### src/inv_ctrl_pkg.sv
// Constants and carrier types for the inverter control-source block.
// Assumes an APB master with 32-bit data and one clock at 200 MHz.
package inv_ctrl_pkg;

  // Register byte offsets
  localparam logic [7:0] OFS_CTRL_SRC = 8'h00;
  localparam logic [7:0] OFS_DSET_SEL = 8'h04;
  localparam logic [7:0] OFS_ACT_DSET = 8'h08;
  localparam logic [7:0] OFS_CONFIG = 8'h0C;
  localparam logic [7:0] OFS_CTRL_WORD = 8'h10;
  localparam logic [7:0] OFS_STAT_WORD = 8'h14;
  localparam logic [7:0] OFS_WARN_STAT = 8'h18;
  localparam logic [7:0] OFS_OP_MODE = 8'h1C;

  // Control-source encodings
  localparam logic [1:0] SRC_INPUTS = 2'h0;
  localparam logic [1:0] SRC_STATE_MACHINE = 2'h1;
  localparam logic [1:0] SRC_EMULATED = 2'h2;

  // Data-set selection limits, reset values and mode encodings
  localparam logic [2:0] DSET_BY_INPUTS = 3'h0;
  localparam logic [2:0] DSET_MAX = 3'h4;
  localparam logic [1:0] RST_CTRL_SRC = 2'h0;
  localparam logic [2:0] RST_DSET_SEL = 3'h0;
  localparam logic [7:0] RST_CONFIG = 8'h00;
  localparam logic [7:0] CFG_MOTION = 8'h40;
  localparam logic [7:0] RST_OP_MODE = 8'h02;
  localparam logic [7:0] OP_MODE_VELOCITY = 8'h02;

  // Control-word bit positions
  localparam int CW_SWITCH_ON = 0;
  localparam int CW_ENABLE_VOLT = 1;
  localparam int CW_QUICK_STOP_N = 2;
  localparam int CW_ENABLE_OP = 3;
  localparam int CW_FAULT_RESET = 7;
  localparam int CW_HALT = 8;
  localparam int CW_UNUSED = 14;

  // Status-word bit positions
  localparam int SW_FAULT = 3;
  localparam int SW_VOLTAGE = 4;
  localparam int SW_WARNING = 7;
  localparam int SW_REMOTE = 9;
  localparam int SW_TARGET = 10;
  localparam int SW_LIMIT = 11;
  localparam int SW_WARNING2 = 15;

  // Low six status bits in the input-driven modes
  localparam logic [5:0] IN_SW_SWITCHED_ON = 6'h23;
  localparam logic [5:0] IN_SW_OP_ENABLED = 6'h37;

  // Pins from the power stage and terminals, all asynchronous to pclk
  typedef struct packed {
    logic torque_off_channel_a;
    logic torque_off_channel_b;
    logic start_cw_input;
    logic start_ccw_input;
    logic [1:0] dset_inputs;
    logic mains_present;
    logic fault_active;
    logic ref_reached;
    logic pfail_zero_hz;
    logic limit_active;
    logic [1:0] mode_status;
    logic [7:0] warn_causes;
    logic [3:0] prewarn_causes;
  } drive_pins_t;

  // Commands to the drive
  typedef struct packed {
    logic run;
    logic dir_ccw;
    logic quick_stop;
    logic [3:0] motion_bits;
    logic [5:0] app_bits;
  } drive_cmd_t;

endpackage

### src/inv_ctrl.sv
// Control-source selection, device state machine and status word of an inverter.
// Assumes an APB master on pclk; all drive_pins fields are asynchronous pins.
//
// Contract
// - Source 0 hardware inputs, 1 control-word state machine, 2 emulated inputs.
// - Selection 0 takes data set from inputs; 1..4 forces that data set.
// - Active data set reads back as 1..4 whatever chose it.
// - Emulated mode starts only with both torque-off channels and control bit 0.
// - Input-driven modes act only in velocity operating mode.
// - In input modes status bit 4 shows mains; no mains blocks start.
// - Input modes report 100011 switched on, 110111 enabled, bit 3 fault.
// - Status bit 7 flags any warning; cause readable in warning register.
// - Status bit 10 on reference reached or power-fail brought to 0 Hz.
// - Status bit 11 while an internal limit is active.
// - Status bit 15 on warnings that soon lead to fault shutdown.
// - Control word drives the state machine only while source is 1.
// - Enable operation needs safe enable; non-motion configs also a start input.
// - Bits 4,5,6,8 used only in motion config; bit 14 ignored.
// - Status bits 12 and 13 driven only in motion configuration.
// - Without mains, ready to switch on cannot become switched on.
// - Commands from bits 0..3 and 7; 0x0F enables; bit 7 rise resets fault.
// - Losing safe enable in operation enabled falls back to switched on.
// - Status bit 9 only with state-machine source and hardware enable.
//
// Decided for this implementation: register access over APB and the register offsets.
module inv_ctrl
  import inv_ctrl_pkg::*;
(
  // Clock and reset
  input wire logic pclk,
  input wire logic presetn,
  // APB slave
  input wire logic psel,
  input wire logic penable,
  input wire logic pwrite,
  input wire logic [7:0] paddr,
  input wire logic [31:0] pwdata,
  output logic [31:0] prdata,
  output logic pready,
  output logic pslverr,
  // Drive pins
  input wire drive_pins_t drive_pins,
  // Drive commands
  output drive_cmd_t drive_cmd,
  output logic [2:0] active_dset
);

  typedef enum logic [5:0] {
    ST_SW_DISABLED = 6'h01,
    ST_READY = 6'h02,
    ST_SWITCHED_ON = 6'h04,
    ST_OP_ENABLED = 6'h08,
    ST_QUICK_STOP = 6'h10,
    ST_FAULT = 6'h20
  } dev_state_t;

  drive_pins_t pins_meta;
  drive_pins_t pins;
  logic [1:0] ctrl_src;
  logic [2:0] dset_sel;
  logic [7:0] config_val;
  logic [7:0] op_mode;
  logic [15:0] ctrl_word;
  logic [15:0] status_word;
  logic [15:0] next_status;
  logic fault_reset_prev;
  dev_state_t state;
  dev_state_t next_state;
  logic safe_enable;
  logic motion_cfg;
  logic velocity_mode;
  logic fault_reset_edge;
  logic in_start_ok;
  logic in_run;
  logic in_dir_ccw;
  logic wr_en;
  logic rd_en;
  logic addr_ok;
  logic [31:0] rd_mux;

  // Two-flop synchroniser for every pin
  always_ff @(posedge pclk or negedge presetn)
  begin
    if (!presetn)
    begin
      pins_meta <= '0;
      pins <= '0;
    end
    else
    begin
      pins_meta <= drive_pins;
      pins <= pins_meta;
    end
  end

  assign safe_enable = pins.torque_off_channel_a & pins.torque_off_channel_b;
  assign motion_cfg = (config_val == CFG_MOTION);
  assign velocity_mode = (op_mode == OP_MODE_VELOCITY);

  // APB: one wait state, write lands at the completing edge
  assign wr_en = psel & penable & pready & pwrite;
  assign rd_en = psel & penable & ~pready & ~pwrite;

  always_comb
  begin
    addr_ok = 1'b1;
    rd_mux = '0;
    unique case (paddr)
      OFS_CTRL_SRC: rd_mux = {30'h0, ctrl_src};
      OFS_DSET_SEL: rd_mux = {29'h0, dset_sel};
      OFS_ACT_DSET: rd_mux = {29'h0, active_dset};
      OFS_CONFIG: rd_mux = {24'h0, config_val};
      OFS_CTRL_WORD: rd_mux = {16'h0, ctrl_word};
      OFS_STAT_WORD: rd_mux = {16'h0, status_word};
      OFS_WARN_STAT: rd_mux = {20'h0, pins.prewarn_causes, pins.warn_causes};
      OFS_OP_MODE: rd_mux = {24'h0, op_mode};
      default: addr_ok = 1'b0;
    endcase
  end

  always_ff @(posedge pclk or negedge presetn)
  begin
    if (!presetn)
    begin
      pready <= 1'b0;
      pslverr <= 1'b0;
      prdata <= '0;
    end
    else
    begin
      pready <= psel & penable & ~pready;
      pslverr <= psel & penable & ~pready & ~addr_ok;
      if (rd_en)
      begin
        prdata <= rd_mux;
      end
    end
  end

  // Writable settings
  always_ff @(posedge pclk or negedge presetn)
  begin
    if (!presetn)
    begin
      ctrl_src <= RST_CTRL_SRC;
      dset_sel <= RST_DSET_SEL;
      config_val <= RST_CONFIG;
      op_mode <= RST_OP_MODE;
      ctrl_word <= '0;
    end
    else if (wr_en)
    begin
      if (paddr == OFS_CTRL_SRC && pwdata[31:0] <= 32'h2)
      begin
        ctrl_src <= pwdata[1:0];
      end
      if (paddr == OFS_DSET_SEL && pwdata[31:0] <= 32'h4)
      begin
        dset_sel <= pwdata[2:0];
      end
      if (paddr == OFS_CONFIG)
      begin
        config_val <= pwdata[7:0];
      end
      if (paddr == OFS_OP_MODE)
      begin
        op_mode <= pwdata[7:0];
      end
      if (paddr == OFS_CTRL_WORD)
      begin
        ctrl_word <= pwdata[15:0];
      end
    end
  end

  // Active data set: forced by selection or taken from the inputs
  always_ff @(posedge pclk or negedge presetn)
  begin
    if (!presetn)
    begin
      active_dset <= 3'h1;
    end
    else if (dset_sel != DSET_BY_INPUTS)
    begin
      active_dset <= dset_sel;
    end
    else
    begin
      active_dset <= {1'b0, pins.dset_inputs} + 3'h1;
    end
  end

  // Fault-reset edge on control-word bit 7
  always_ff @(posedge pclk or negedge presetn)
  begin
    if (!presetn)
    begin
      fault_reset_prev <= 1'b0;
    end
    else
    begin
      fault_reset_prev <= ctrl_word[CW_FAULT_RESET];
    end
  end

  assign fault_reset_edge = ctrl_word[CW_FAULT_RESET] & ~fault_reset_prev;

  // Device state machine, stepped by the control word in source 1 only
  always_comb
  begin
    next_state = state;
    if (pins.fault_active)
    begin
      next_state = ST_FAULT;
    end
    else if (ctrl_src != SRC_STATE_MACHINE)
    begin
      next_state = ST_SW_DISABLED;
    end
    else
    begin
      unique case (state)
        ST_SW_DISABLED:
          if (ctrl_word[CW_ENABLE_VOLT] && ctrl_word[CW_QUICK_STOP_N]
              && !ctrl_word[CW_SWITCH_ON])
          begin
            next_state = ST_READY;
          end
        ST_READY:
          if (!ctrl_word[CW_ENABLE_VOLT] || !ctrl_word[CW_QUICK_STOP_N])
          begin
            next_state = ST_SW_DISABLED;
          end
          else if (ctrl_word[CW_SWITCH_ON] && pins.mains_present)
          begin
            next_state = ST_SWITCHED_ON;
          end
        ST_SWITCHED_ON:
          if (!ctrl_word[CW_ENABLE_VOLT] || !ctrl_word[CW_QUICK_STOP_N])
          begin
            next_state = ST_SW_DISABLED;
          end
          else if (!ctrl_word[CW_SWITCH_ON])
          begin
            next_state = ST_READY;
          end
          else if (ctrl_word[CW_ENABLE_OP] && safe_enable
                   && (motion_cfg || pins.start_cw_input || pins.start_ccw_input))
          begin
            next_state = ST_OP_ENABLED;
          end
        ST_OP_ENABLED:
          if (!ctrl_word[CW_ENABLE_VOLT])
          begin
            next_state = ST_SW_DISABLED;
          end
          else if (!ctrl_word[CW_QUICK_STOP_N])
          begin
            next_state = ST_QUICK_STOP;
          end
          else if (!ctrl_word[CW_SWITCH_ON])
          begin
            next_state = ST_READY;
          end
          else if (!ctrl_word[CW_ENABLE_OP] || !safe_enable)
          begin
            next_state = ST_SWITCHED_ON;
          end
        ST_QUICK_STOP:
          if (!ctrl_word[CW_ENABLE_VOLT])
          begin
            next_state = ST_SW_DISABLED;
          end
        ST_FAULT:
          if (fault_reset_edge)
          begin
            next_state = ST_SW_DISABLED;
          end
        default: next_state = ST_SW_DISABLED;
      endcase
    end
  end

  always_ff @(posedge pclk or negedge presetn)
  begin
    if (!presetn)
    begin
      state <= ST_SW_DISABLED;
    end
    else
    begin
      state <= next_state;
    end
  end

  // Input-driven start, real pins (0) or control-word emulation (2)
  always_comb
  begin
    in_start_ok = safe_enable & pins.mains_present & velocity_mode;
    in_run = 1'b0;
    in_dir_ccw = 1'b0;
    if (ctrl_src == SRC_INPUTS)
    begin
      in_run = in_start_ok & (pins.start_cw_input | pins.start_ccw_input);
      in_dir_ccw = pins.start_ccw_input & ~pins.start_cw_input;
    end
    else if (ctrl_src == SRC_EMULATED)
    begin
      in_run = in_start_ok & ctrl_word[CW_SWITCH_ON]
               & (ctrl_word[CW_ENABLE_VOLT] | ctrl_word[CW_QUICK_STOP_N]);
      in_dir_ccw = ctrl_word[CW_QUICK_STOP_N] & ~ctrl_word[CW_ENABLE_VOLT];
    end
    in_run = in_run & ~pins.fault_active;
  end

  // Drive commands
  always_ff @(posedge pclk or negedge presetn)
  begin
    if (!presetn)
    begin
      drive_cmd <= '0;
    end
    else
    begin
      if (ctrl_src == SRC_STATE_MACHINE)
      begin
        drive_cmd.run <= (state == ST_OP_ENABLED);
        drive_cmd.dir_ccw <= pins.start_ccw_input & ~pins.start_cw_input;
      end
      else
      begin
        drive_cmd.run <= in_run;
        drive_cmd.dir_ccw <= in_dir_ccw;
      end
      drive_cmd.quick_stop <= (state == ST_QUICK_STOP);
      drive_cmd.motion_bits <= motion_cfg ?
        {ctrl_word[CW_HALT], ctrl_word[6:4]} : 4'h0;
      drive_cmd.app_bits <= {ctrl_word[15], ctrl_word[13:9]};
    end
  end

  // Status word
  always_comb
  begin
    next_status = '0;
    if (ctrl_src == SRC_STATE_MACHINE)
    begin
      unique case (state)
        ST_SW_DISABLED: next_status[6:0] = 7'h40;
        ST_READY: next_status[6:0] = 7'h21;
        ST_SWITCHED_ON: next_status[6:0] = 7'h23;
        ST_OP_ENABLED: next_status[6:0] = 7'h27;
        ST_QUICK_STOP: next_status[6:0] = 7'h07;
        ST_FAULT: next_status[6:0] = 7'h08;
        default: next_status[6:0] = 7'h40;
      endcase
    end
    else
    begin
      next_status[5:0] = in_run ? IN_SW_OP_ENABLED : IN_SW_SWITCHED_ON;
      next_status[SW_FAULT] = pins.fault_active;
    end
    next_status[SW_VOLTAGE] = pins.mains_present;
    next_status[SW_WARNING] = |pins.warn_causes;
    next_status[SW_REMOTE] = (ctrl_src == SRC_STATE_MACHINE) & safe_enable;
    next_status[SW_TARGET] = pins.ref_reached | pins.pfail_zero_hz;
    next_status[SW_LIMIT] = pins.limit_active;
    next_status[13:12] = motion_cfg ? pins.mode_status : 2'h0;
    next_status[SW_WARNING2] = |pins.prewarn_causes;
  end

  always_ff @(posedge pclk or negedge presetn)
  begin
    if (!presetn)
    begin
      status_word <= '0;
    end
    else
    begin
      status_word <= next_status;
    end
  end

  // Assertions
  dset_forced_a: assert property (@(posedge pclk) disable iff (!presetn)
    dset_sel != DSET_BY_INPUTS |=> active_dset == $past(dset_sel))
    else $error("forced data set not active");

  dset_range_a: assert property (@(posedge pclk) disable iff (!presetn)
    active_dset >= 3'h1 && active_dset <= DSET_MAX)
    else $error("active data set out of range");

  dset_reject_a: assert property (@(posedge pclk) disable iff (!presetn)
    wr_en && paddr == OFS_DSET_SEL && pwdata > 32'h4 |=> $stable(dset_sel))
    else $error("out-of-range data set accepted");

  emu_start_a: assert property (@(posedge pclk) disable iff (!presetn)
    ctrl_src == SRC_EMULATED && (!safe_enable || !ctrl_word[0]) |=> !drive_cmd.run)
    else $error("emulated start without enables");

  vel_only_a: assert property (@(posedge pclk) disable iff (!presetn)
    ctrl_src != SRC_STATE_MACHINE && !velocity_mode |=> !drive_cmd.run)
    else $error("input start outside velocity mode");

  mains_block_a: assert property (@(posedge pclk) disable iff (!presetn)
    !pins.mains_present |=> !status_word[SW_VOLTAGE] && (ctrl_src == SRC_STATE_MACHINE
      || !drive_cmd.run))
    else $error("start without mains");

  no_mains_sw_a: assert property (@(posedge pclk) disable iff (!presetn)
    state == ST_READY && !pins.mains_present |=> state != ST_SWITCHED_ON)
    else $error("switched on without mains");

  src_gate_a: assert property (@(posedge pclk) disable iff (!presetn)
    ctrl_src != SRC_STATE_MACHINE && !pins.fault_active |=> state == ST_SW_DISABLED)
    else $error("state machine moved outside source 1");

  enable_op_a: assert property (@(posedge pclk) disable iff (!presetn)
    state != ST_OP_ENABLED ##1 state == ST_OP_ENABLED |->
      $past(safe_enable) && ($past(motion_cfg) || $past(pins.start_cw_input)
      || $past(pins.start_ccw_input)))
    else $error("operation enabled without release");

  sto_drop_a: assert property (@(posedge pclk) disable iff (!presetn)
    ctrl_src == SRC_STATE_MACHINE && state == ST_OP_ENABLED && !safe_enable
      && ctrl_word[3:0] == 4'hF
      && !pins.fault_active |=> state == ST_SWITCHED_ON)
    else $error("no fall-back on lost enable");

  remote_bit_a: assert property (@(posedge pclk) disable iff (!presetn)
    status_word[SW_REMOTE] |-> $past(ctrl_src) == SRC_STATE_MACHINE && $past(safe_enable))
    else $error("remote bit without source 1 and enable");

  mode_bits_a: assert property (@(posedge pclk) disable iff (!presetn)
    !$past(motion_cfg) |-> status_word[13:12] == 2'h0)
    else $error("mode bits outside motion config");

  halt_gate_a: assert property (@(posedge pclk) disable iff (!presetn)
    !motion_cfg |=> drive_cmd.motion_bits == 4'h0)
    else $error("motion bits outside motion config");

  fault_clr_a: assert property (@(posedge pclk) disable iff (!presetn)
    state == ST_FAULT && !pins.fault_active && ctrl_src == SRC_STATE_MACHINE
      && fault_reset_edge |=> state == ST_SW_DISABLED)
    else $error("fault reset edge ignored");

endmodule // inv_ctrl

### config.mk
export PLATFORM = sky130hd
export DESIGN_NAME = inv_ctrl
export DESIGN_NICKNAME = d
export VERILOG_FILES = /design/src/inv_ctrl_pkg.sv /design/src/inv_ctrl.sv
export SDC_FILE = /design/constraint.sdc
export NUM_CORES = 1
export LEC_CHECK = 0
export BUFFER_PORTS_ARGS = -buffer_cell sky130_fd_sc_hd__buf_2
export CAP_MARGIN = 40
export CORE_MARGIN = 4
export CORE_UTILIZATION = 56
export CTS_BUF_LIST = sky130_fd_sc_hd__clkbuf_8
export DETAILED_ROUTE_END_ITERATION = 8
export PLACE_DENSITY = 0.91
export SETUP_SLACK_MARGIN = 0.2
export SLEW_MARGIN = 40
export SYNTH_ARGS = -nofsm -noshare
export SYNTH_HDL_FRONTEND = slang
export SYNTH_SLANG_ARGS = --single-unit
### constraint.sdc
create_clock -name pclk -period 2.3 [get_ports pclk]
set_input_delay 0.345 -clock pclk [delete_from_list [all_inputs] [get_ports pclk]]
set_output_delay 0.345 -clock pclk [all_outputs]
set_load 0.005 [all_outputs]
==> out/metrics.yaml <==
cts_tree: "yes"
wirelength_mm: 14.2
synth_seq_cells: 142
ys_seq_area_share_pct: 63.0
crit_slowest_cell: "nor4_1"
num_io_pins: 120
drc: 0
yosysTopAreaCellShare_pct: 61.6
clkSlewWorstSetupHoldPaths_ns: 0.08
initial_core_util_pct: 57.5
fillCellCount: 629
row_count: 36
grt_pass1_vias: 4316
rsz0062_at_grt: "no"
drive_above_1_share_pct: 35.6
antenna_found_initial: 0
yosysMostFrequentCell: "dfrtp_1"
crit_type: "input port to register"
final_cells: 726
period_needed_ns: 1.99
path_cells: "buf_2, nor4_1, nand4_1, nor3_2, nand3_1, mux2_2"
hp-class: "input port to register"
num_antenna_cells: 0
slew_headroom_pct: 56.3
clock_tree.buffer_depth: 2
synthTopCellsByCount: "139 x dfrtp_1, 45 x mux2_2, 35 x nand2_1"
grt_max_degree: 52
ys_async_sr_fraction_pct: 100
die_x_um: 108
vias_per_cell: 5.93
crit_path_max_incr_delay_ns: 0.56
cp-start-kind: "input port"
synth_area_leader_cell: "dfrtp_1"
cts_made_buffers: 17
syn_inst: 443
tightest_slew_ns: 0.650
cp.required_ns: 2.63
place_inst: 675
grt_pass1_wl_mm: 22.0
setup_viol: 0
yosysUniqueCellTypes: 58
hold_ws_ns: 0.00777
synth_edf_count: 0
critPathCaptureType: "register"
avgSynthCellArea_um2: 12.8
die_h_um: 108
clock.fmax_mhz: 503
first_iter_violations: 557
crit_fanout: 5
maxCapViolCount: 0
clock-root-buffer: "clkbuf_8"
finClkSkew_ns: 0.0127
leakage_uw: 0.00333
status: "finished, final reports clean"
drtAntennaViolNets: 0
place_ws_ns: -0.0467
grt.total_usage_pct: 24.8
num_vias: 4303
postCtsSetupBuffers: 0
setup_ws_ns: 0.310
synthTopCellsByArea: "dfrtp_1 62%, mux2_2 9.0%, a22oi_1 2.4%"
cts.sinks: 142
gp_congestion: 0.929
area_growth_syn_to_layout_pct: 23.1
post-route-period-util_pct: 86.5
grt_remaining_overflow: 0
die_area_um2: 11800
ys_warn_count: 0
placed_area_um2: 6330
postLayoutCellArea_um2: 6960
synth_area_um2: 5650
synth-main-ff-cell: "dfrtp_1"
hold_viol: 0
layout.nets: 651
finalMaxSlewViolations: 0
hpwl_mm: 9.85
firstDrtPassIters: 5
crit_arrival_ns: 2.32
ir_drop_v: 0.000406
powerDensity_nw_per_um2: 729
portBuffers: 103
h-tree-depth: 4
clock_latency_ns: 0.44
core-area_um2: 9820
wl_per_cell_um: 19.6
[cell type report]
cell class,count,area (um2),share of cell area [%]
well taps,133,166,2.39
repair buffers,137,850,12.2
clock buffers,18,248,3.56
multi-input cells,279,1940,27.9
clock inverters,14,181,2.61
inverters,3,16.3,0.234
flip-flops and latches,142,3560,51.1
[layout by cell type, fill, tap and decap left out, types with 13 or more instances in the layout]
| cell | synthesis | layout |
|---|---|---|
| a22oi_1 | 18 | 18 |
| buf_2 | 6 | 102 |
| buf_4 | 17 | 13 |
| clkbuf_8 | 0 | 18 |
| conb_1 | 1 | 16 |
| dfrtp_1 | 139 | 139 |
| dlygate4sd3_1 | 0 | 19 |
| mux2_2 | 45 | 45 |
| nand2_1 | 35 | 35 |
| nor2_1 | 17 | 17 |
| nor4_1 | 13 | 13 |
| o21ai_0 | 15 | 15 |
[critical path, delay by kind of cell]
family | cells | cell delay [ns]
buf+inv | 1 | 0.13
mux | 1 | 0.34
simple gates | 4 | 1.50
[per-layer routing]
layer  wire length (um)  part of all wire [%]  global-route usage, %  up-vias
li1                   -                     -                      -     1854
met4                529                   3.7                   12.1        0
met5                  0                     0                      0        -
met2               6820                    48                   39.5      296
met1               5500                    39                   32.1     2089
met3               1360                   9.6                   5.61       64
[kinds of logic after synthesis]
logic type	Yosys count	synth area share, %
adders and majority gates	1	0.221
buffers and inverters	37	3.94
DFF	142	63.0
muxes	48	9.50
and+or+nand+nor	139	14.0
other	1	0.0664
AOI/OAI and AO/OA	73	9.06
xor gates and xnor gates	2	0.310
[sequential cells by signal, indices dropped and copies added, names as in the netlist]
signal	count
ctrl_src	2
prdata	16
state	6
pins	23
status_word	14
pslverr	1
config_val	8
dset_sel	3
pready	1
fault_reset_prev	1
ctrl_word	16
op_mode	8
next_status	2
drive_cmd	13
active_dset	3
pins_meta	25
[what timing repair did]
action | CTS | global route
resized for setup | 0 | 2
hold buffers | 13 | 6
setup endpoints to repair | 0 | 5
hold endpoints to repair | 61 | 6
[per-stage QoR]
stage               setup TNS [ns]  total power (uW)  util [%]
floorplan                        0              2770         -
global placement            -0.160              2940      64.4
detailed placement         -0.0827              2950      64.4
CTS                              0              5070      70.1
global route                     0              5250      70.8
finish                           0              5070      70.8
[final timing paths]
kind	from	to	slack, ns	depth (start not counted)
worst max-delay path	pwdata[3]	dset_sel[2]	0.31	6
worst min-delay path	drive_pins[24]	pins_meta[24]	0.008	1
worst max register to register	pready	dset_sel[2]	0.34	5
worst min register to register	pins_meta[18]	next_status[4]	0.35	0
max in group asynchronous	presetn	op_mode[1]	1.21	3
min in group asynchronous	presetn	pins_meta[12]	0.41	2
[power breakdown]
group	switching [uW]	internal, uW	total (uW)	leakage [uW]
Clock	1010	1120	2130	0.000214
Combinational	174	145	319	0.00132
Sequential	45.0	2570	2620	0.00180
Total	1230	3840	5070	0.00333
Power figures use the tool's default switching activity.
